## src/rtl/sap_defines.svh

```systemverilog
// Constants of the serial audio port: register map, field positions, codes, timing
// Assumes inclusion by bare name from the package and the design modules
`ifndef SAP_DEFINES_SVH
`define SAP_DEFINES_SVH

`define SAP_ADDR_SPC0    16'h4015
`define SAP_ADDR_SPC1    16'h4016
`define SAP_ADDR_CC0     16'h4017
`define SAP_ADDR_CC1     16'h4018
`define SAP_RST_VAL      8'h00
`define SAP_SPC0_MASK    8'h3f
`define SAP_CC0_MASK     8'h60
`define SAP_CC1_MASK     8'h03

`define SAP_B_MASTER     0
`define SAP_F_CPF        2:1
`define SAP_B_LRPOL      3
`define SAP_B_BPOL       4
`define SAP_B_LRMODE     5
`define SAP_F_DELAY      1:0
`define SAP_B_LSBF       2
`define SAP_B_DACORD     3
`define SAP_B_ADCORD     4
`define SAP_F_FLEN       7:5
`define SAP_F_DACPAIR    6:5
`define SAP_F_ADCPAIR    1:0

`define SAP_CPF_TDM4     2'h1
`define SAP_CPF_TDM8     2'h2
`define SAP_SH_STEREO    1
`define SAP_SH_TDM4      2
`define SAP_SH_TDM8      3
`define SAP_FLEN_32      3'h1
`define SAP_FLEN_48      3'h2
`define SAP_FLEN_128     3'h3
`define SAP_FLEN_256     3'h4
`define SAP_LEN_64       9'h040
`define SAP_LEN_32       9'h020
`define SAP_LEN_48       9'h030
`define SAP_LEN_128      9'h080
`define SAP_LEN_256      9'h100
`define SAP_DLY_0        2'h1
`define SAP_DLY_8        2'h2
`define SAP_DLY_16       2'h3
`define SAP_DVAL_1       5'h01
`define SAP_DVAL_0       5'h00
`define SAP_DVAL_8       5'h08
`define SAP_DVAL_16      5'h10

`define SAP_WORD_BITS    24
`define SAP_WORD_LAST    23
`define SAP_PIN_W        3
`define SAP_PIN_BCLK     0
`define SAP_PIN_LRCLK    1
`define SAP_PIN_SDIN     2
`define SAP_BUF_DEPTH    2
`define SAP_REF_NS       40
`define SAP_BCLK_NS      320
`define SAP_BCLK_HALF    ((`SAP_BCLK_NS) / (2 * `SAP_REF_NS))

`endif

```

## src/rtl/sap_pkg.sv

```systemverilog
// Types of the serial audio port
// Assumes sap_defines.svh is on the include path
`include "sap_defines.svh"
package sap_pkg;
   typedef struct packed {
      logic [`SAP_WORD_BITS-1:0] left;
      logic [`SAP_WORD_BITS-1:0] right;
   } sap_pair_s;

   typedef struct packed {
      logic       master;
      logic [1:0] cpf;
      logic       lrpol;
      logic       bpol;
      logic       lrmode;
      logic [1:0] dly;
      logic       lsbf;
      logic       dacord;
      logic       adcord;
      logic [2:0] flen;
      logic [1:0] dacpair;
      logic [1:0] adcpair;
   } sap_cfg_s;
endpackage

```

## src/rtl/sap_sync.sv

```systemverilog
// Two-flop synchroniser for the serial port pins
// Assumes inputs are asynchronous to ref_clk
`timescale 1ns/1ps
`include "sap_defines.svh"
module sap_sync (
   input  wire logic                  ref_clk,
   input  wire logic                  rstn,
   input  wire logic [`SAP_PIN_W-1:0] async_in,
   output logic      [`SAP_PIN_W-1:0] sync_out
);
   logic [`SAP_PIN_W-1:0] meta_ff;
   logic [`SAP_PIN_W-1:0] sync_ff;
   logic [`SAP_PIN_W-1:0] nxt_meta;
   logic [`SAP_PIN_W-1:0] nxt_sync;

   always_comb begin
      nxt_meta = async_in;
      nxt_sync = meta_ff;
   end

   always_ff @(posedge ref_clk or negedge rstn) begin
      if (!rstn) begin
         meta_ff <= '0;
         sync_ff <= '0;
      end else begin
         meta_ff <= nxt_meta;
         sync_ff <= nxt_sync;
      end
   end

   assign sync_out = sync_ff;
endmodule

```

## src/rtl/sap_buf.sv

```systemverilog
// Two-entry sample pair buffer with valid and ready on both sides
// Assumes both sides on ref_clk; ready and valid are registered
`timescale 1ns/1ps
`include "sap_defines.svh"
module sap_buf (
   input  wire logic               ref_clk,
   input  wire logic               rstn,
   input  wire logic               in_valid,
   output logic                    in_ready,
   input  wire sap_pkg::sap_pair_s in_data,
   output logic                    out_valid,
   input  wire logic               out_ready,
   output sap_pkg::sap_pair_s      out_data
);
   sap_pkg::sap_pair_s mem_ff  [`SAP_BUF_DEPTH];
   sap_pkg::sap_pair_s nxt_mem [`SAP_BUF_DEPTH];
   logic               wr_ff;
   logic               rd_ff;
   logic               rdy_ff;
   logic               vld_ff;
   logic [1:0]         cnt_ff;
   logic               nxt_wr;
   logic               nxt_rd;
   logic               nxt_rdy;
   logic               nxt_vld;
   logic [1:0]         nxt_cnt;
   logic               push;
   logic               pop;

   always_comb begin
      push    = in_valid && rdy_ff;
      pop     = out_ready && vld_ff;
      nxt_wr  = push ? !wr_ff : wr_ff;
      nxt_rd  = pop ? !rd_ff : rd_ff;
      nxt_cnt = cnt_ff + {1'b0, push} - {1'b0, pop};
      nxt_rdy = (nxt_cnt != 2'h2);
      nxt_vld = (nxt_cnt != 2'h0);
   end

   for (genvar i = 0; i < `SAP_BUF_DEPTH; i++) begin : g_ent
      always_comb begin
         nxt_mem[i] = (push && (wr_ff == 1'(i))) ? in_data : mem_ff[i];
      end
      always_ff @(posedge ref_clk or negedge rstn) begin
         if (!rstn) begin
            mem_ff[i] <= '0;
         end else begin
            mem_ff[i] <= nxt_mem[i];
         end
      end
   end

   always_ff @(posedge ref_clk or negedge rstn) begin
      if (!rstn) begin
         wr_ff  <= 1'b0;
         rd_ff  <= 1'b0;
         cnt_ff <= 2'h0;
         rdy_ff <= 1'b1;
         vld_ff <= 1'b0;
      end else begin
         wr_ff  <= nxt_wr;
         rd_ff  <= nxt_rd;
         cnt_ff <= nxt_cnt;
         rdy_ff <= nxt_rdy;
         vld_ff <= nxt_vld;
      end
   end

   assign in_ready  = rdy_ff;
   assign out_valid = vld_ff;
   assign out_data  = mem_ff[rd_ff];
endmodule

```

## src/rtl/sap_port.sv

```systemverilog
// Serial audio port: control registers, bit and frame clock engine, slot mapping
// Assumes pins are asynchronous to ref_clk; sample pairs come from logic on ref_clk
// Function
// Frame clock mode: half duty or pulse
// Slave pulse lasts at least one bit clock
// Bit clock polarity picks data change edge
// Frame clock polarity picks left start edge
// Channels per frame: stereo, four, eight
// TDM output stays driven all frame
// Slots form left/right pairs, one pair used
// Port mode: master drives both clocks
// Frame length code sets bit clocks per frame
// Bit clock equals frame length times rate
// ADC pair order: left or right first
// DAC pair order: left or right first
// Pair select valid per TDM width
// Bit order: MSB or LSB first
// Data delay code: 1, 0, 8, 16
// Delay must keep word inside half frame
// All fields zero after reset
// Reserved codes are never written
// Launch on chosen edge, sample on other
`timescale 1ns/1ps
`include "sap_defines.svh"
module sap_port (
   input  wire logic               ref_clk,
   input  wire logic               rstn,
   input  wire logic [15:0]        reg_addr,
   input  wire logic               reg_wr,
   input  wire logic [7:0]         reg_wdata,
   output logic      [7:0]         reg_rdata,
   input  wire logic               bit_clk_i,
   output logic                    bit_clk_o,
   output logic                    bit_clk_oe_n,
   input  wire logic               frame_clk_i,
   output logic                    frame_clk_o,
   output logic                    frame_clk_oe_n,
   input  wire logic               data_in,
   output logic                    data_out,
   input  wire logic               adc_valid,
   output logic                    adc_ready,
   input  wire sap_pkg::sap_pair_s adc_data,
   output logic                    dac_valid,
   output sap_pkg::sap_pair_s      dac_data
);
   logic [7:0]             spc0_ff;
   logic [7:0]             spc1_ff;
   logic [7:0]             cc0_ff;
   logic [7:0]             cc1_ff;
   logic [7:0]             rdata_ff;
   logic [7:0]             nxt_spc0;
   logic [7:0]             nxt_spc1;
   logic [7:0]             nxt_cc0;
   logic [7:0]             nxt_cc1;
   logic [7:0]             nxt_rdata;
   sap_pkg::sap_cfg_s      cfg;
   logic [8:0]             flen;
   logic [4:0]             dly;
   logic [7:0]             slot_w;
   logic [1:0]             adc_pair;
   logic [1:0]             dac_pair;
   logic                   adc_ord;
   logic                   dac_ord;
   logic [`SAP_PIN_W-1:0]  pin_s;
   logic                   bclk_prev_ff;
   logic                   lr_prev_ff;
   logic [2:0]             div_ff;
   logic                   bclk_o_ff;
   logic                   lr_o_ff;
   logic                   bclk_oe_n_ff;
   logic                   lr_oe_n_ff;
   logic [8:0]             cyc_ff;
   logic [7:0]             pos_ff;
   logic [2:0]             idx_ff;
   logic                   sdo_ff;
   sap_pkg::sap_pair_s     word_ff;
   sap_pkg::sap_pair_s     acc_ff;
   sap_pkg::sap_pair_s     dac_ff;
   logic                   dac_valid_ff;
   logic [2:0]             nxt_div;
   logic                   nxt_bclk_o;
   logic                   nxt_lr_o;
   logic                   nxt_oe_n;
   logic [8:0]             nxt_cyc;
   logic [7:0]             nxt_pos;
   logic [2:0]             nxt_idx;
   logic                   nxt_sdo;
   sap_pkg::sap_pair_s     nxt_word;
   sap_pkg::sap_pair_s     nxt_acc;
   sap_pkg::sap_pair_s     nxt_dac;
   logic                   nxt_dac_valid;
   logic                   edge_ev;
   logic                   edge_lvl;
   logic                   lr_start;
   logic                   launch;
   logic                   sample;
   logic                   frame_start;
   logic [5:0]             adc_hit;
   logic [5:0]             dac_hit;
   logic                   adc_sel;
   logic                   dac_sel;
   logic                   adc_right;
   logic                   dac_right;
   logic                   buf_valid;
   sap_pkg::sap_pair_s     buf_data;

   // Returns {hit, bit index} of the word bit carried at a slot position
   function automatic logic [5:0] word_bit(input logic [7:0] pos, input logic [4:0] d,
                                           input logic lsbf);
      logic [7:0] k;
      k = pos - {3'h0, d};
      if ((pos < {3'h0, d}) || (k >= 8'(`SAP_WORD_BITS))) begin
         word_bit = 6'h00;
      end else begin
         word_bit = {1'b1, lsbf ? k[4:0] : 5'(`SAP_WORD_LAST) - k[4:0]};
      end
   endfunction

   // Register file
   always_comb begin
      nxt_spc0 = spc0_ff;
      nxt_spc1 = spc1_ff;
      nxt_cc0  = cc0_ff;
      nxt_cc1  = cc1_ff;
      if (reg_wr) begin
         case (reg_addr)
            `SAP_ADDR_SPC0: nxt_spc0 = reg_wdata & `SAP_SPC0_MASK;
            `SAP_ADDR_SPC1: nxt_spc1 = reg_wdata;
            `SAP_ADDR_CC0:  nxt_cc0 = reg_wdata & `SAP_CC0_MASK;
            `SAP_ADDR_CC1:  nxt_cc1 = reg_wdata & `SAP_CC1_MASK;
            default:        nxt_spc0 = spc0_ff;
         endcase
      end
      case (reg_addr)
         `SAP_ADDR_SPC0: nxt_rdata = spc0_ff;
         `SAP_ADDR_SPC1: nxt_rdata = spc1_ff;
         `SAP_ADDR_CC0:  nxt_rdata = cc0_ff;
         `SAP_ADDR_CC1:  nxt_rdata = cc1_ff;
         default:        nxt_rdata = 8'h00;
      endcase
   end

   always_ff @(posedge ref_clk or negedge rstn) begin
      if (!rstn) begin
         spc0_ff  <= `SAP_RST_VAL;
         spc1_ff  <= `SAP_RST_VAL;
         cc0_ff   <= `SAP_RST_VAL;
         cc1_ff   <= `SAP_RST_VAL;
         rdata_ff <= 8'h00;
      end else begin
         spc0_ff  <= nxt_spc0;
         spc1_ff  <= nxt_spc1;
         cc0_ff   <= nxt_cc0;
         cc1_ff   <= nxt_cc1;
         rdata_ff <= nxt_rdata;
      end
   end

   // Field decode
   always_comb begin
      cfg.master  = spc0_ff[`SAP_B_MASTER];
      cfg.cpf     = spc0_ff[`SAP_F_CPF];
      cfg.lrpol   = spc0_ff[`SAP_B_LRPOL];
      cfg.bpol    = spc0_ff[`SAP_B_BPOL];
      cfg.lrmode  = spc0_ff[`SAP_B_LRMODE];
      cfg.dly     = spc1_ff[`SAP_F_DELAY];
      cfg.lsbf    = spc1_ff[`SAP_B_LSBF];
      cfg.dacord  = spc1_ff[`SAP_B_DACORD];
      cfg.adcord  = spc1_ff[`SAP_B_ADCORD];
      cfg.flen    = spc1_ff[`SAP_F_FLEN];
      cfg.dacpair = cc0_ff[`SAP_F_DACPAIR];
      cfg.adcpair = cc1_ff[`SAP_F_ADCPAIR];
      case (cfg.flen)
         `SAP_FLEN_32:  flen = `SAP_LEN_32;
         `SAP_FLEN_48:  flen = `SAP_LEN_48;
         `SAP_FLEN_128: flen = `SAP_LEN_128;
         `SAP_FLEN_256: flen = `SAP_LEN_256;
         default:       flen = `SAP_LEN_64;
      endcase
      case (cfg.dly)
         `SAP_DLY_0:  dly = `SAP_DVAL_0;
         `SAP_DLY_8:  dly = `SAP_DVAL_8;
         `SAP_DLY_16: dly = `SAP_DVAL_16;
         default:     dly = `SAP_DVAL_1;
      endcase
      case (cfg.cpf)
         `SAP_CPF_TDM4: begin
            slot_w   = 8'(flen >> `SAP_SH_TDM4);
            adc_pair = {1'b0, cfg.adcpair[0]};
            dac_pair = {1'b0, cfg.dacpair[0]};
            adc_ord  = cfg.adcord;
            dac_ord  = cfg.dacord;
         end
         `SAP_CPF_TDM8: begin
            slot_w   = 8'(flen >> `SAP_SH_TDM8);
            adc_pair = cfg.adcpair;
            dac_pair = cfg.dacpair;
            adc_ord  = cfg.adcord;
            dac_ord  = cfg.dacord;
         end
         default: begin
            slot_w   = 8'(flen >> `SAP_SH_STEREO);
            adc_pair = 2'h0;
            dac_pair = 2'h0;
            adc_ord  = 1'b0;
            dac_ord  = 1'b0;
         end
      endcase
   end

   sap_sync u_sync (
      .ref_clk  (ref_clk),
      .rstn     (rstn),
      .async_in ({data_in, frame_clk_i, bit_clk_i}),
      .sync_out (pin_s)
   );

   sap_buf u_buf (
      .ref_clk   (ref_clk),
      .rstn      (rstn),
      .in_valid  (adc_valid),
      .in_ready  (adc_ready),
      .in_data   (adc_data),
      .out_valid (buf_valid),
      .out_ready (frame_start),
      .out_data  (buf_data)
   );

   // Clock engine, slot counters, serial data
   always_comb begin
      nxt_div = (div_ff == 3'(`SAP_BCLK_HALF - 1)) ? 3'h0 : div_ff + 3'h1;
      if (cfg.master) begin
         edge_ev  = (div_ff == 3'(`SAP_BCLK_HALF - 1));
         edge_lvl = !bclk_o_ff;
         lr_start = 1'b0;
      end else begin
         edge_ev  = (pin_s[`SAP_PIN_BCLK] != bclk_prev_ff);
         edge_lvl = pin_s[`SAP_PIN_BCLK];
         lr_start = (pin_s[`SAP_PIN_LRCLK] != lr_prev_ff) &&
                    (pin_s[`SAP_PIN_LRCLK] == cfg.lrpol);
      end
      nxt_bclk_o = (cfg.master && edge_ev) ? edge_lvl : bclk_o_ff;
      launch = edge_ev && (edge_lvl == cfg.bpol);
      sample = edge_ev && (edge_lvl != cfg.bpol);
      frame_start = cfg.master ? (launch && (cyc_ff == flen - 9'h1)) : lr_start;
      nxt_cyc = cyc_ff;
      nxt_pos = pos_ff;
      nxt_idx = idx_ff;
      if (frame_start) begin
         nxt_cyc = 9'h000;
         nxt_pos = 8'h00;
         nxt_idx = 3'h0;
      end else if (launch) begin
         nxt_cyc = cyc_ff + 9'h001;
         if (pos_ff == slot_w - 8'h01) begin
            nxt_pos = 8'h00;
            nxt_idx = idx_ff + 3'h1;
         end else begin
            nxt_pos = pos_ff + 8'h01;
         end
      end
      nxt_lr_o = lr_o_ff;
      if (cfg.master && launch) begin
         if (cfg.lrmode) begin
            nxt_lr_o = (nxt_cyc == 9'h000) ? cfg.lrpol : !cfg.lrpol;
         end else begin
            nxt_lr_o = (nxt_cyc < (flen >> 1)) ? cfg.lrpol : !cfg.lrpol;
         end
      end
      nxt_oe_n = !cfg.master;
      nxt_word = word_ff;
      if (frame_start) begin
         nxt_word = buf_valid ? buf_data : '0;
      end
      adc_hit   = word_bit(nxt_pos, dly, cfg.lsbf);
      adc_sel   = (nxt_idx[2:1] == adc_pair);
      adc_right = nxt_idx[0] ^ adc_ord;
      nxt_sdo   = sdo_ff;
      if (launch || frame_start) begin
         nxt_sdo = 1'b0;
         if (adc_hit[5] && adc_sel) begin
            nxt_sdo = adc_right ? nxt_word.right[adc_hit[4:0]] : nxt_word.left[adc_hit[4:0]];
         end
      end
      dac_hit   = word_bit(pos_ff, dly, cfg.lsbf);
      dac_sel   = (idx_ff[2:1] == dac_pair);
      dac_right = idx_ff[0] ^ dac_ord;
      nxt_acc   = acc_ff;
      if (sample && dac_hit[5] && dac_sel) begin
         if (dac_right) begin
            nxt_acc.right[dac_hit[4:0]] = pin_s[`SAP_PIN_SDIN];
         end else begin
            nxt_acc.left[dac_hit[4:0]] = pin_s[`SAP_PIN_SDIN];
         end
      end
      nxt_dac       = frame_start ? acc_ff : dac_ff;
      nxt_dac_valid = frame_start;
   end

   always_ff @(posedge ref_clk or negedge rstn) begin
      if (!rstn) begin
         bclk_prev_ff <= 1'b0;
         lr_prev_ff   <= 1'b0;
         div_ff       <= 3'h0;
         bclk_o_ff    <= 1'b0;
         lr_o_ff      <= 1'b0;
         bclk_oe_n_ff <= 1'b1;
         lr_oe_n_ff   <= 1'b1;
         cyc_ff       <= 9'h000;
         pos_ff       <= 8'h00;
         idx_ff       <= 3'h0;
         sdo_ff       <= 1'b0;
         word_ff      <= '0;
         acc_ff       <= '0;
         dac_ff       <= '0;
         dac_valid_ff <= 1'b0;
      end else begin
         bclk_prev_ff <= pin_s[`SAP_PIN_BCLK];
         lr_prev_ff   <= pin_s[`SAP_PIN_LRCLK];
         div_ff       <= nxt_div;
         bclk_o_ff    <= nxt_bclk_o;
         lr_o_ff      <= nxt_lr_o;
         bclk_oe_n_ff <= nxt_oe_n;
         lr_oe_n_ff   <= nxt_oe_n;
         cyc_ff       <= nxt_cyc;
         pos_ff       <= nxt_pos;
         idx_ff       <= nxt_idx;
         sdo_ff       <= nxt_sdo;
         word_ff      <= nxt_word;
         acc_ff       <= nxt_acc;
         dac_ff       <= nxt_dac;
         dac_valid_ff <= nxt_dac_valid;
      end
   end

   assign reg_rdata      = rdata_ff;
   assign bit_clk_o      = bclk_o_ff;
   assign bit_clk_oe_n   = bclk_oe_n_ff;
   assign frame_clk_o    = lr_o_ff;
   assign frame_clk_oe_n = lr_oe_n_ff;
   assign data_out       = sdo_ff;
   assign dac_valid      = dac_valid_ff;
   assign dac_data       = dac_ff;
endmodule

```

## config.mk

```make
export PLATFORM = sky130hd
export DESIGN_NAME = sap_port
export DESIGN_NICKNAME = d
export VERILOG_FILES = /design/src/rtl/sap_pkg.sv /design/src/rtl/sap_sync.sv /design/src/rtl/sap_buf.sv /design/src/rtl/sap_port.sv
export VERILOG_INCLUDE_DIRS = /design/src /design/src/rtl
export SDC_FILE = /design/constraint.sdc
export NUM_CORES = 1
export LEC_CHECK = 0
export ABC_AREA = 1
export CORE_UTILIZATION = 45
export CTS_CLUSTER_SIZE = 24
export DETAILED_ROUTE_END_ITERATION = 8
export DONT_BUFFER_PORTS = 1
export PLACE_DENSITY = 0.61
export SYNTH_ARGS = -nofsm -noshare
export SYNTH_HDL_FRONTEND = slang
export SYNTH_SLANG_ARGS = --single-unit
```

## constraint.sdc

```tcl
create_clock -name ref_clk -period 6 [get_ports ref_clk]
set_input_delay 0.6 -clock ref_clk [delete_from_list [all_inputs] [get_ports ref_clk]]
set_output_delay 0.6 -clock ref_clk [all_outputs]
set_load 0.005 [all_outputs]
```

# Word level (Yosys, flattened, before mapping)
# Cells that the tools add are included.
[classes]
reduce_logical = 31
bitwise = 5
n_eq_ne = 24
order_cmp = 9
mux = 42
add_sub_neg = 12
[ops]
columns = ["op", "n"]
rows = [
  ["two-way mux 48 bit", 5],
  ["== test 16 x 15 -> 1 bit (second input constant)", 4],
  ["bitwise mux 24 bit", 2],
  ["case mux 9 bit (4 select lines)", 1],
  ["case mux 8 bit (4 select lines)", 1],
  ["two-way mux 8 bit", 3],
  ["two-way mux 9 bit", 2],
  [">= comparator 8 x 5 -> 1 bit (second input constant)", 2],
  ["less-than comparator 8 x 5 -> 1 bit", 2],
  ["case mux 8 bit (2 select lines)", 1],
  ["subtractor 8 x 5 -> 8 bit", 2],
  ["case mux 5 bit (3 select lines)", 1],
  ["logical AND 1 bit", 14],
  ["two-way mux 1 bit", 13],
  ["less-than comparator 5 x 6 -> 1 bit (second input constant)", 2],
  ["two-way mux 3 bit", 4],
  ["two-way mux 6 bit", 2],
  ["AND reduction 2 bit", 6],
  ["binary-select mux 1 bit (select 5 bit)", 2],
  ["two-way mux 5 bit", 2],
  ["subtractor 5 bit (first input constant)", 2],
  ["adder 9 x 1 -> 9 bit (second input constant)", 1],
  ["== test 3 x 2 -> 1 bit (second input constant)", 3],
  ["== test 9 bit", 1],
  ["28 further kinds", 45],
]
[totals]
output_inout_bits = 63
wordCells = 156
register_bits = 308

# Depth between registers and ports, before layout
# Gate-level depths: netlist of the first run.
[logic_depth]
ltp_word = 16
depth_mapped = 43
mapped_depth_nobuf = 42

# By module
# A second synthesis of the first run with hierarchy kept.
[unflattened]
hier_cells = 1886
hier_area_um2 = 14935.6
[by_module_without_submodules]
columns = ["mod", "area_per_inst_um2", "seq_area_each_um2", "cells_per_inst", "n_inst"]
rows = [
  ["sap_port", 10361.2, 5006.1, 1335, 1],
  ["sap_buf", 4424.2, 2553.7, 545, 1],
  ["sap_sync", 150.1, 150.1, 6, 1],
]

# Worst setup path before layout of the first run
# Ideal clock, no wire load.
[synth_timing]
path_kind = "register -> register"
startpoint = "reg spc1_ff[6]"
endpoint = "reg sdo_ff, in the netlist data_out"
stages_incl_launch_ff = 41
setup_slack_ps = 1207
period_less_slack_ps = 4793
required_ps = 5884
arrival_time_ps = 4677
path_cell_list = "dfrtp_1 -> inv_1 -> nand2_1 -> nand3_1 -> ha_1 -> xnor2_1 -> nor2_1 -> nand3_1 -> nor3_1 -> nand4_1 -> nand2_2 -> inv_2 -> clkbuf_1 -> clkbuf_1 -> nand3_1 -> ha_1 -> ha_1 -> nand2_2 -> [... 5 more ...] -> ha_1 -> and3_1 -> nand3_1 -> nand2_1 -> a21oi_1 -> nand3_1 -> nor2_2 -> buf_6 -> nand3_4 -> buf_6 -> nand3_1 -> nand3_1 -> nand3_1 -> nand3_1 -> nand3_1 -> nand2_1 -> nand2_1 -> nand2_1"
[synth_between]
elab_chain_len = 16
word_cells_on_any_way = 36
[synth_lines]
columns = ["item", "line", "text"]
rows = [
  ["start, declared", "sap_port.sv:47", "logic [7:0] spc1_ff;"],
  ["start signal, assigned", "sap_port.sv:146", "spc1_ff <= `SAP_RST_VAL;"],
  ["start signal, assigned", "sap_port.sv:152", "spc1_ff <= nxt_spc1;"],
  ["== test 3 bit (tied with other cells)", "sap_port.sv:173", "case (cfg.flen)"],
  ["case mux 9 bit (4 select lines) (*)", "sap_port.sv:173", ""],
  ["case mux 8 bit (2 select lines)", "sap_port.sv:186", "case (cfg.cpf)"],
  ["subtractor 8 x 1 -> 8 bit", "sap_port.sv:255", "if (pos_ff == slot_w - 8'h01) begin"],
  ["== test 8 bit", "sap_port.sv:255", ""],
  ["two-way mux 8 bit", "sap_port.sv:255", ""],
  ["two-way mux 8 bit", "sap_port.sv:253", "end else if (launch) begin"],
  ["two-way mux 8 bit", "sap_port.sv:249", "if (frame_start) begin"],
  ["subtractor 8 x 5 -> 8 bit", "sap_port.sv:111", "k = pos - {3'h0, d};"],
  [">= comparator 8 x 5 -> 1 bit or subtractor 5 bit (tied branches)", "sap_port.sv:112, sap_port.sv:115", ""],
  ["logical OR 1 bit or two-way mux 5 bit (tied branches)", "sap_port.sv:112, sap_port.sv:115", ""],
  ["two-way mux 6 bit", "sap_port.sv:112", "if ((pos < {3'h0, d}) || (k >= 8'(`SAP_WORD_BITS))) begin"],
  ["binary-select mux 1 bit (select 5 bit)", "sap_port.sv:282", "nxt_sdo = adc_right ? nxt_word.right[adc_hit[4:0]] : nxt_word.left[adc_hit[4:0]];"],
  ["two-way mux 1 bit (not written as such)", "sap_port.sv:282", ""],
  ["two-way mux 1 bit", "sap_port.sv:282", ""],
  ["two-way mux 1 bit", "sap_port.sv:281", "if (adc_hit[5] && adc_sel) begin"],
  ["end signal, assigned", "sap_port.sv:328", "sdo_ff <= nxt_sdo;"],
  ["end, declared", "sap_port.sv:75", "logic sdo_ff;"],
]
# Mark *: on every way between the ends. The rest lies on a longest branch, timed or not. The select of a mux whose other input is x is not followed.
# A chain may end at the register's enable or synchronous reset.

# Final worst setup path of the first run
[layout_timing]
startpoint = "reg spc0_ff[1]"
endpoint = "reg sdo_ff, in the netlist data_out"
[layout_between]
elab_chain_len = 15
word_cells_on_any_way = 30
[layout_lines]
columns = ["item", "line", "text"]
rows = [
  ["start, declared", "sap_port.sv:46", "logic [7:0] spc0_ff;"],
  ["start signal, assigned", "sap_port.sv:145", "spc0_ff <= `SAP_RST_VAL;"],
  ["start signal, assigned", "sap_port.sv:151", "spc0_ff <= nxt_spc0;"],
  ["== test 2 bit or == test 2 x 1 -> 1 bit (tied branches)", "sap_port.sv:186", ""],
  ["case mux 8 bit (2 select lines) (*)", "sap_port.sv:186", ""],
  ["subtractor 8 x 1 -> 8 bit (*)", "sap_port.sv:255", ""],
  ["== test 8 bit (*)", "sap_port.sv:255", ""],
  ["two-way mux 8 bit (*)", "sap_port.sv:255", ""],
  ["two-way mux 8 bit (*)", "sap_port.sv:253", ""],
  ["two-way mux 8 bit (*)", "sap_port.sv:249", ""],
  ["via nxt_pos[4]", "sap_port.sv:85", "logic [7:0] nxt_pos;"],
  ["subtractor 8 x 5 -> 8 bit", "sap_port.sv:111", ""],
  [">= comparator 8 x 5 -> 1 bit or subtractor 5 bit (tied branches)", "sap_port.sv:112, sap_port.sv:115", ""],
  ["logical OR 1 bit or two-way mux 5 bit (tied branches)", "sap_port.sv:112, sap_port.sv:115", ""],
  ["two-way mux 6 bit (*)", "sap_port.sv:112", ""],
  ["binary-select mux 1 bit (select 5 bit)", "sap_port.sv:282", ""],
  ["two-way mux 1 bit (not written as such)", "sap_port.sv:282", ""],
  ["two-way mux 1 bit", "sap_port.sv:282", ""],
  ["two-way mux 1 bit (*)", "sap_port.sv:281", ""],
]
# Mark *: on every way through the listed nets, which the timed path passes. The rest lies on a longest branch. The select of a mux whose other input is x is not followed.

==> run metrics, run 1 <==
via count 10,880; worst setup slack before clock tree synthesis roughly 0.3 ns; sum of internal, switching and leakage power 6.349 mW; clk_skew 0.009233 ns; Final setup viols 0; total area of multi-input combinational cells about 5700 sq um; endpoint class of the critical path flop; final hold vios 306; ANT nets after route 0; x dimension of the die ~180 um; die extent in y around 180 um; post-synth cell types 48; largest fanout of any net on the critical path 10; clock transition time at the flip-flop clock pins of the worst setup and hold paths roughly 0.06 ns; kind of cell adding the most delay to the critical path simple AND/OR/NAND/NOR gates; number of warnings reported in the yosys synthesis log 0; buffer levels on the longest clock path 3; power per standard cell area slightly below 400 nW/um^2; Core Box Area 31,640 sq um; Clock Latency Late Sink ~0.51 ns; Final Max Slew Viols 0; level count of the clock H-tree 2; crit path max-delay cell type sky130_fd_sc_hd__ha_1; first-pass iteration count of the detailed router 5; count of standard-cell rows 65; hold slack -0.2126 ns; Required @ worst endpoint 6.41 ns; static leakage 8.091 nW; initial antenna violation count 0; portion of the post-synthesis area used by sequential elements 0.5305; number of I/O port buffers 0; total CTS buffers 36; I/O pin count roughly 140; data arrival at the endpoint of the critical path between 5 and 6 ns; via count of the first global-routing pass around 11,000; Cell Area, Synth about 15,000 sq um; most frequent cell on the critical path sky130_fd_sc_hd__nand3_1; post-route DRC violation count 0; placed wire-length estimate about 21,000 um; final routed wirelength across all metal layers 32,320 um; Max IR drop VDD about 0.3 mV; worst setup path category flop to flop; startpoint types flop; global-route wire length before repair 54,370 um; cell chosen for the clock root sky130_fd_sc_hd__clkbuf_16; effective utilization at floorplan 0.4594; post-synth net total ~1,800; Num Clock Sinks between 300 and 400; vias per std cell approximately 5.1; post-route non-filler standard cell count about 2,100; cell count after synthesis roughly 1,700; post-synthesis sequential element count approximately 310; net count reported at finish 1,796; die footprint 33,020 sq um; worst hold path type input pin to asynchronous set/reset pin; Syn-to-layout area delta 10.43%; share of layout cells above drive strength 1 0.07272; Ant. Diodes 0; sequential standard cell area 7711 sq um; peak per-stage delay on the critical path 0.41 ns; Starting DRT DRC Count 737; total global routing track utilization 0.2018; Buf+Inv Stages, Crit Path 8; placer congestion estimate 0.8679; grt ovf 0; placed cells between 2,000 and 2,500; run status finished with violations; Filler Cells Inserted 2,980; worst slew slack as a fraction of its limit 0.2462; pin count of the biggest net entering global routing 309; final cell utilization of the core 0.5073; clock tree from TritonCTS done; Highest Clock Rate 184.4 MHz; routed length per instance approximately 15 um; final worst path period share 0.9037; shortest clock period the worst path allows after layout about 5.4 ns; violations in the final reports hold timing; max capacitance violation total 0; Setup WS post-layout slightly below 0.6 ns; transition time at the pin with the least slew margin between 1 and 1.5 ns; Post-Syn Area per Cell roughly 8.5 sq um
report_power, final:
part | total [mW] | internal [mW] | switching [mW]
logic | 1.36 | 0.536 | 0.827
registers | 2.83 | 2.58 | 0.251
clock network | 2.16 | 1.31 | 0.847
total | 6.35 | 4.42 | 1.93
cell families after synthesis:
family,share of synthesized area
AND/OR/NAND/NOR,0.2199
AO/OA/AOI/OAI,0.09729
XOR/XNOR,0.01929
multiplexers,0.03384
buffers and inverters,0.07852
adder cells (fa/ha/maj),0.02066
flip-flops,0.5305
path summary, 6_finish.rpt:
kind	to	slack, ns	start	cells past startpoint
max in group asynchronous	u_buf.rd_ff	5.57	rstn	0
worst max-delay path	data_out	0.58	spc0_ff[1]	37
worst min register to register	u_sync.sync_out[2]	0.35	u_sync.meta_ff[2]	0
worst max register to register	data_out	0.58	spc0_ff[1]	37
min in group ref_clk	u_sync.meta_ff[2]	0.11	data_in	0
worst min-delay path	acc_ff[32]	-0.21	rstn	0
cell usage in the layout (no fill, tap or decap), types with 2 or more instances in the layout:
cell                          n
sky130_fd_sc_hd__a21oi_2      2
sky130_fd_sc_hd__dfstp_2      2
sky130_fd_sc_hd__nor2_4       2
sky130_fd_sc_hd__nand2_1    476
sky130_fd_sc_hd__o21bai_1     3
sky130_fd_sc_hd__nand3_1    124
sky130_fd_sc_hd__nand2_2     16
sky130_fd_sc_hd__ha_1        24
sky130_fd_sc_hd__bufinv_16    2
sky130_fd_sc_hd__clkbuf_1     9
sky130_fd_sc_hd__mux2i_1     48
sky130_fd_sc_hd__a21oi_1     19
sky130_fd_sc_hd__o21ai_0    198
sky130_fd_sc_hd__or2_2        3
sky130_fd_sc_hd__o211ai_1     2
sky130_fd_sc_hd__nor4_1       3
sky130_fd_sc_hd__o21ai_1      4
sky130_fd_sc_hd__nor2_2       6
sky130_fd_sc_hd__and3_1       3
sky130_fd_sc_hd__nand3_4      2
sky130_fd_sc_hd__nand3b_1     3
sky130_fd_sc_hd__xor2_1      24
sky130_fd_sc_hd__clkinv_2     9
sky130_fd_sc_hd__clkbuf_8     5
sky130_fd_sc_hd__inv_1      207
sky130_fd_sc_hd__dfrtp_1    305
sky130_fd_sc_hd__o22ai_1     30
sky130_fd_sc_hd__nand3_2      7
sky130_fd_sc_hd__clkbuf_16   38
sky130_fd_sc_hd__buf_4       17
sky130_fd_sc_hd__inv_2        7
sky130_fd_sc_hd__xnor2_1      8
sky130_fd_sc_hd__nor3_1       6
sky130_fd_sc_hd__nor2_1      60
sky130_fd_sc_hd__and2_1       2
sky130_fd_sc_hd__nand4_1     27
through the flow:
stage | area, sq um | setup TNS [ns]
6_report | 16050 | 0
5_1_grt | 16050 | -0.01654
4_1_cts | 15980 | 0
3_5_place_dp | 14800 | 0
3_3_place_gp | 14800 | 0
2_1_floorplan | 14530 | 0
sequential cells by signal (all words and copies together) (netlist names), 6 cells and up:
signal        count
reg_rdata         8
word_ff          48
u_buf.mem_ff     96
spc0_ff           6
pos_ff            8
cyc_ff            9
spc1_ff           8
acc_ff           48
dac_data         48
cell type report:
class | count | share of cell area
Multi-Input combinational cell | 1114 | 0.3551
Sequential cell | 308 | 0.4805
Inverter | 215 | 0.05037
Clock buffer | 52 | 0.06565
Timing Repair Buffer | 18 | 0.009200
Tap cell | 402 | 0.03134
Clock inverter | 12 | 0.007797
cells in the mapped netlist (all sizes together):
cell | number | share of area
nand2 | 492 | 0.13
dfrtp | 306 | 0.53
inv | 214 | 0.055
o21ai | 203 | 0.070
nand3 | 132 | 0.049
nor2 | 68 | 0.019
clkbuf | 62 | 0.016
mux2i | 48 | 0.033
o22ai | 30 | 0.013
nand4 | 27 | 0.012
ha | 24 | 0.021
xor2 | 24 | 0.014
a21oi | 21 | 0.0077
buf | 13 | 0.0069
xnor2 | 8 | 0.0048
nor3 | 7 | 0.0028
and3 | 3 | 0.0013
nand3b | 3 | 0.0015
nor4 | 3 | 0.0013
o21bai | 3 | 0.0015
or2 | 3 | 0.0013
and2 | 2 | 0.00086
dfstp | 2 | 0.0036
o211ai | 2 | 0.0010
a2111oi | 1 | 0.00060
a21o | 1 | 0.00052
a221oi | 1 | 0.00060
a31oi | 1 | 0.00043
clkinv | 1 | 0.00034
mux2 | 1 | 0.00077
nor3b | 1 | 0.00052
o2111ai | 1 | 0.00060
o221ai | 1 | 0.00060
o31ai | 1 | 0.00052
or4 | 1 | 0.00052
worst reg2reg max path, delay by kind of cell (launching register included):
family          cells  cell delay, ns
fa+ha+maj           4            1.26
simple gates       23            2.55
buf+inv             8            0.89
flops               1            0.36
compound gates      1            0.11
xor+xnor            1            0.16
layer usage:
| metal | track usage | wire (um) |
|---|---|---|
| met2 | 0.3358 | 15230 |
| met4 | 0.05661 | 619 |
| met3 | 0.02948 | 1204 |
| met1 | 0.2746 | 15260 |
| met5 | 0 | 0 |
timing repair:
| item | 4_1_cts | 5_1_grt |
|---|---|---|
| hold endpoints to repair | 308 | 306 |
| endpoints found under the setup margin | 0 | 1 |
| gates resized for setup | 0 | 2 |
| buffers inserted | 0 | 5 |
Power figures use the tool's default switching activity.
==> run 2, diff against run 1 <==
Settings changed: CORE_UTILIZATION 45 to 53, PLACE_DENSITY 0.61 to 0.69.
==> run metrics, run 2 (synthesized netlist as in run 1, its figures left out) <==
final cell utilization of the core 0.5873; met3 WL 1558 um; placed wire-length estimate about 20,000 um; count of standard-cell rows 60; routed length per instance between 15 and 20 um; via count approximately 11,000; initial antenna violation count 0; post-route non-filler standard cell count 2,054; I/O pin count about 140; Filler Cells Inserted between 2,000 and 2,500; metal2 WL 14,860 um; peak per-stage delay on the critical path around 0.40 ns; ANT nets after route 0; Num Clock Sinks 308; total area of multi-input combinational cells 5707 sq um; cell chosen for the clock root sky130_fd_sc_hd__clkbuf_16; buffer levels on the longest clock path 3; final worst path period share 0.8991; violations in the final reports hold timing; Max IR drop VDD 0.3066 mV; clock transition time at the flip-flop clock pins of the worst setup and hold paths about 0.060 ns; data arrival at the endpoint of the critical path around 5.8 ns; final hold vios around 140; largest fanout of any net on the critical path 9; accumulated negative setup slack 0 ns; met1 layer wirelength in the final routing between 10,000 and 15,000 um; endpoint class of the critical path flop; global-route wire length before repair 52,840 um; Ant. Diodes 0; Final setup viols 0; max FFs per register between 90 and 100; die footprint between 20,000 and 30,000 sq um; net count reported at finish about 1,800; clk_skew ~0.011 ns; Final Max Slew Viols 0; Starting DRT DRC Count 872; total CTS buffers 34; worst slew slack as a fraction of its limit 0.1506; Required @ worst endpoint between 6 and 7 ns; number of I/O port buffers 0; worst hold path type input pin to asynchronous set/reset pin; leading cell type in the layout, fill and taps excluded sky130_fd_sc_hd__nand2_1; worst setup path category flop to flop; transition time at the pin with the least slew margin between 1 and 1.5 ns; static leakage 8.004 nW; Syn-to-layout area delta 8.919%; post-route DRC violation count 0; startpoint types flop; pin count of the biggest net entering global routing between 300 and 400; power per standard cell area 387.6 nW/um^2; leading cell types in the layout, fill and taps excluded sky130_fd_sc_hd__nand2_1, sky130_fd_sc_hd__dfrtp_1, sky130_fd_sc_hd__inv_1; crit path max-delay cell type sky130_fd_sc_hd__dfrtp_1; placer congestion estimate 0.9071; die extent in y 167.6 um; first-pass iteration count of the detailed router 8; vias per std cell 5.375; kind of cell adding the most delay to the critical path simple AND/OR/NAND/NOR gates; via count of the first global-routing pass approximately 11,000; Core Box Area approximately 27,000 sq um; share of layout cells above drive strength 1 0.06830; highest routed layer met4; max capacitance violation total 0; placed cells 1,990; Biggest register u_buf.mem_ff; grt ovf 0; run status finished with violations; final routed wirelength across all metal layers between 30,000 and 40,000 um; Clock Latency Late Sink 0.51 ns; shortest clock period the worst path allows after layout roughly 5.4 ns; effective utilization at floorplan 0.5392; Highest Clock Rate about 190 MHz; most frequent cell on the critical path sky130_fd_sc_hd__nand3_1; clock tree from TritonCTS done; total global routing track utilization 0.2285; Buf+Inv Stages, Crit Path 7; level count of the clock H-tree 2; x dimension of the die 167.6 um; FF-to-FF setup slack 0.61 ns; sequential standard cell area a little under 8000 sq um; hold slack -0.2043 ns
==> run 2: worst paths after layout <==
path,from,endpoint,cells past startpoint
max,spc0_ff[1],data_out,37
min,rstn,div_ff[0],0
max reg2reg,spc0_ff[1],data_out,37
min reg2reg,u_sync.meta_ff[0],u_sync.sync_out[0],0
max in group asynchronous,rstn,u_buf.rd_ff,0
min in group ref_clk,data_in,u_sync.meta_ff[2],0
==> run 2: report_power, final <==
part	total (mW)	switching [mW]	leakage (nW)	internal, mW
Sequential	2.82	0.242	4.06	2.58
Combinational	1.36	0.831	3.44	0.531
Clock	1.95	0.807	0.504	1.15
==> run 2: final cells by class <==
type / instances / area share
Clock inverter: 8 / 0.005691
Sequential cell: 308 / 0.4872
Timing Repair Buffer: 18 / 0.008537
Multi-Input combinational cell: 1114 / 0.3605
Inverter: 215 / 0.05106
Clock buffer: 50 / 0.06007
Tap cell: 341 / 0.02695
==> run 2: worst reg2reg max path, delay by kind of cell, from the launching register on <==
family          cells  cell delay (ns)
simple gates       24             2.70
fa+ha+maj           4             1.17
buf+inv             7             0.76
flops               1             0.40
xor+xnor            1             0.16
compound gates      1             0.12
==> run 2: per-stage QoR <==
step	hold WS [ns]	instance area [sq um]	power [mW]	setup slack [ns]
global placement	0.3164	14730	4.158	0.4529
CTS	-0.2112	15770	6.183	0.2031
finish	-0.2043	15830	6.135	0.6056
global route	-0.2234	15830	6.532	-0.02930
detailed placement	0.3165	14730	4.208	0.2398
floorplan	0.3044	14530	3.869	1.207
==> run 2: layer usage <==
layer	up-vias	track usage
met3	51	0.03309
li1	5467	-
met2	319	0.3862
met4	0	0.05744
met5	-	0
met1	5204	0.3097
==> run 2: timing repair <==
item | CTS | global route
hold endpoints to repair | 307 | 307
resized for setup | 0 | 4
setup endpoints to repair | 0 | 1
setup buffers | 0 | 5
==> run 3, diff against run 2 <==
==> constraint.sdc (replaced) <==
create_clock -name ref_clk -period 6 [get_ports ref_clk]
set_input_delay 0.3 -clock ref_clk [delete_from_list [all_inputs] [get_ports ref_clk]]
set_output_delay 0.3 -clock ref_clk [all_outputs]
set_load 0.005 [all_outputs]
==> run metrics, run 3 (synthesized netlist as in run 1, its figures left out) <==
accumulated negative setup slack 0 ns; endpoint class of the critical path flop; initial antenna violation count 0; total global routing track utilization 0.2314; post-route DRC violation count 0; shortest clock period the worst path allows after layout 5.401 ns; Ant. Diodes 0; ANT nets after route 0; final worst path period share 0.9002; share of power burned in combinational logic 0.226; placer congestion estimate approximately 0.91; Clock Latency Late Sink 0.51 ns; crit path max-delay cell type sky130_fd_sc_hd__dfrtp_1; pin count of the biggest net entering global routing 309; max capacitance violation total 0; clock transition time at the flip-flop clock pins of the worst setup and hold paths 0.06 ns; Syn-to-layout area delta 12.78%; Final Max Slew Viols 0; vias per std cell around 5.3; worst hold path type input pin to asynchronous set/reset pin; most frequent cell on the critical path sky130_fd_sc_hd__nand3_1; hold slack -0.5027 ns; clk_skew ~0.012 ns; grt ovf 0; final routed wirelength across all metal layers around 32,000 um; sum of internal, switching and leakage power just over 6 mW; Filler Cells Inserted between 2,000 and 2,500; met3 demand-to-capacity share in global routing 0.03214; net count reported at finish 1,850; routed length per instance approximately 15 um; post-route non-filler standard cell count around 2,100; worst slew slack as a fraction of its limit 0.2436; largest fanout of any net on the critical path 9; global-route wire length before repair around 54,000 um; Biggest register u_buf.mem_ff; Final setup viols 0; leading cell type in the layout, fill and taps excluded sky130_fd_sc_hd__nand2_1; met1 usage in global routing 0.3108; die footprint around 28,000 sq um; buffer levels on the longest clock path 3; transition time at the pin with the least slew margin about 1.1 ns; data arrival at the endpoint of the critical path 5.80 ns; level count of the clock H-tree 2; power per standard cell area approximately 380 nW/um^2; static leakage slightly above 8 nW; cell chosen for the clock root sky130_fd_sc_hd__clkbuf_16; Internal ~4.3 mW; share of layout cells above drive strength 1 0.06614; effective utilization at floorplan 0.5392; I/O pin count approximately 140; clock network fraction of design power 0.317; via count of the first global-routing pass between 10,000 and 15,000; leading cell types in the layout, fill and taps excluded sky130_fd_sc_hd__nand2_1, sky130_fd_sc_hd__dfrtp_1, sky130_fd_sc_hd__inv_1; max FFs per register 96; sw frac 0.3061; Required @ worst endpoint about 6.4 ns; violations in the final reports hold timing; count of standard-cell rows 60; busiest layer in global routing met2; Starting DRT DRC Count 870; GR Util met2 0.3960; Highest Clock Rate 185.1 MHz; worst setup path category flop to flop; Flop pwr share 0.457; via count ~11,000; run status finished with violations; placed wire-length estimate just over 20,000 um; placed cells ~2,000; peak per-stage delay on the critical path ~0.40 ns; number of I/O port buffers 0; Core Box Area about 27,000 sq um; power dissipated by switching net loads about 1.9 mW; x dimension of the die between 150 and 200 um; die extent in y between 150 and 200 um; total CTS buffers 34; clock tree from TritonCTS done; Setup WS post-layout ~0.60 ns; startpoint types flop; worst setup slack before clock tree synthesis approximately 0.24 ns; Num Clock Sinks roughly 310; final hold vios 307; Max IR drop VDD a little under 0.3 mV; first-pass iteration count of the detailed router 7
==> run 3: metal layers <==
metal  vias to the layer above  part of all wire
met5                         -                 0
met4                         0             0.019
met3                        49             0.039
met2                       271              0.48
met1                      5366              0.46
li1                       5580                 -
==> run 3: what timing repair did <==
action                                 4_1_cts  5_1_grt
buffers inserted                             0        5
endpoints found under the hold margin      410      309
resized for setup                            0        4
setup endpoints to repair                    0        1
hold buffers                                55        1
==> run 3: cell type report <==
cell class              instances  area (sq um)  share of cell area
clock buffers                  50         950.9             0.05802
clock inverters                 8         90.09            0.005497
inverters                     215         808.3             0.04932
multi-input cells            1114          5707              0.3482
flip-flops and latches        308          7711              0.4705
well taps                     341         426.7             0.02603
repair buffers                 74         695.7             0.04245
==> run 3: worst paths after layout <==
path / endpoint / slack, ns / start / cells past startpoint
worst max-delay path: data_out / 0.60 / spc0_ff[1] / 37
worst min-delay path: div_ff[0] / -0.50 / rstn / 0
worst max register to register: data_out / 0.60 / spc0_ff[1] / 37
worst min register to register: u_sync.sync_out[0] / 0.35 / u_sync.meta_ff[0] / 0
max in group asynchronous: u_buf.rd_ff / 5.65 / rstn / 0
min in group ref_clk: u_buf.mem_ff[21] / 0.01 / adc_data[21] / 2
==> run 3: stage by stage <==
step / util / instance area (sq um) / hold WS, ns
3_3_place_gp: 0.5465 / 14730 / 0.01636
5_1_grt: 0.6081 / 16390 / -0.5238
2_1_floorplan: - / 14530 / 0.004409
6_report: 0.6081 / 16390 / -0.5027
4_1_cts: 0.6055 / 16320 / -0.5112
3_5_place_dp: 0.5465 / 14730 / 0.01647
==> run 3: worst max-delay path, delay by kind of cell, from the launching register on <==
| kind | cells | cell delay (ns) |
|---|---|---|
| flops | 1 | 0.40 |
| compound gates | 1 | 0.13 |
| simple gates | 24 | 2.68 |
| xor+xnor | 1 | 0.17 |
| buf+inv | 7 | 0.76 |
| fa+ha+maj | 4 | 1.17 |
==> run 3: power by group through the flow <==
stage | Clock (mW) | Combinational [mW] | Sequential [mW]
6_report | 1.95 | 1.39 | 2.82
5_1_grt | 2.08 | 1.60 | 2.88
4_1_cts | 2.00 | 1.39 | 2.82
3_5_place_dp | 0 | 1.35 | 2.86
3_3_place_gp | 0 | 1.32 | 2.84
2_1_floorplan | 0 | 1.10 | 2.77
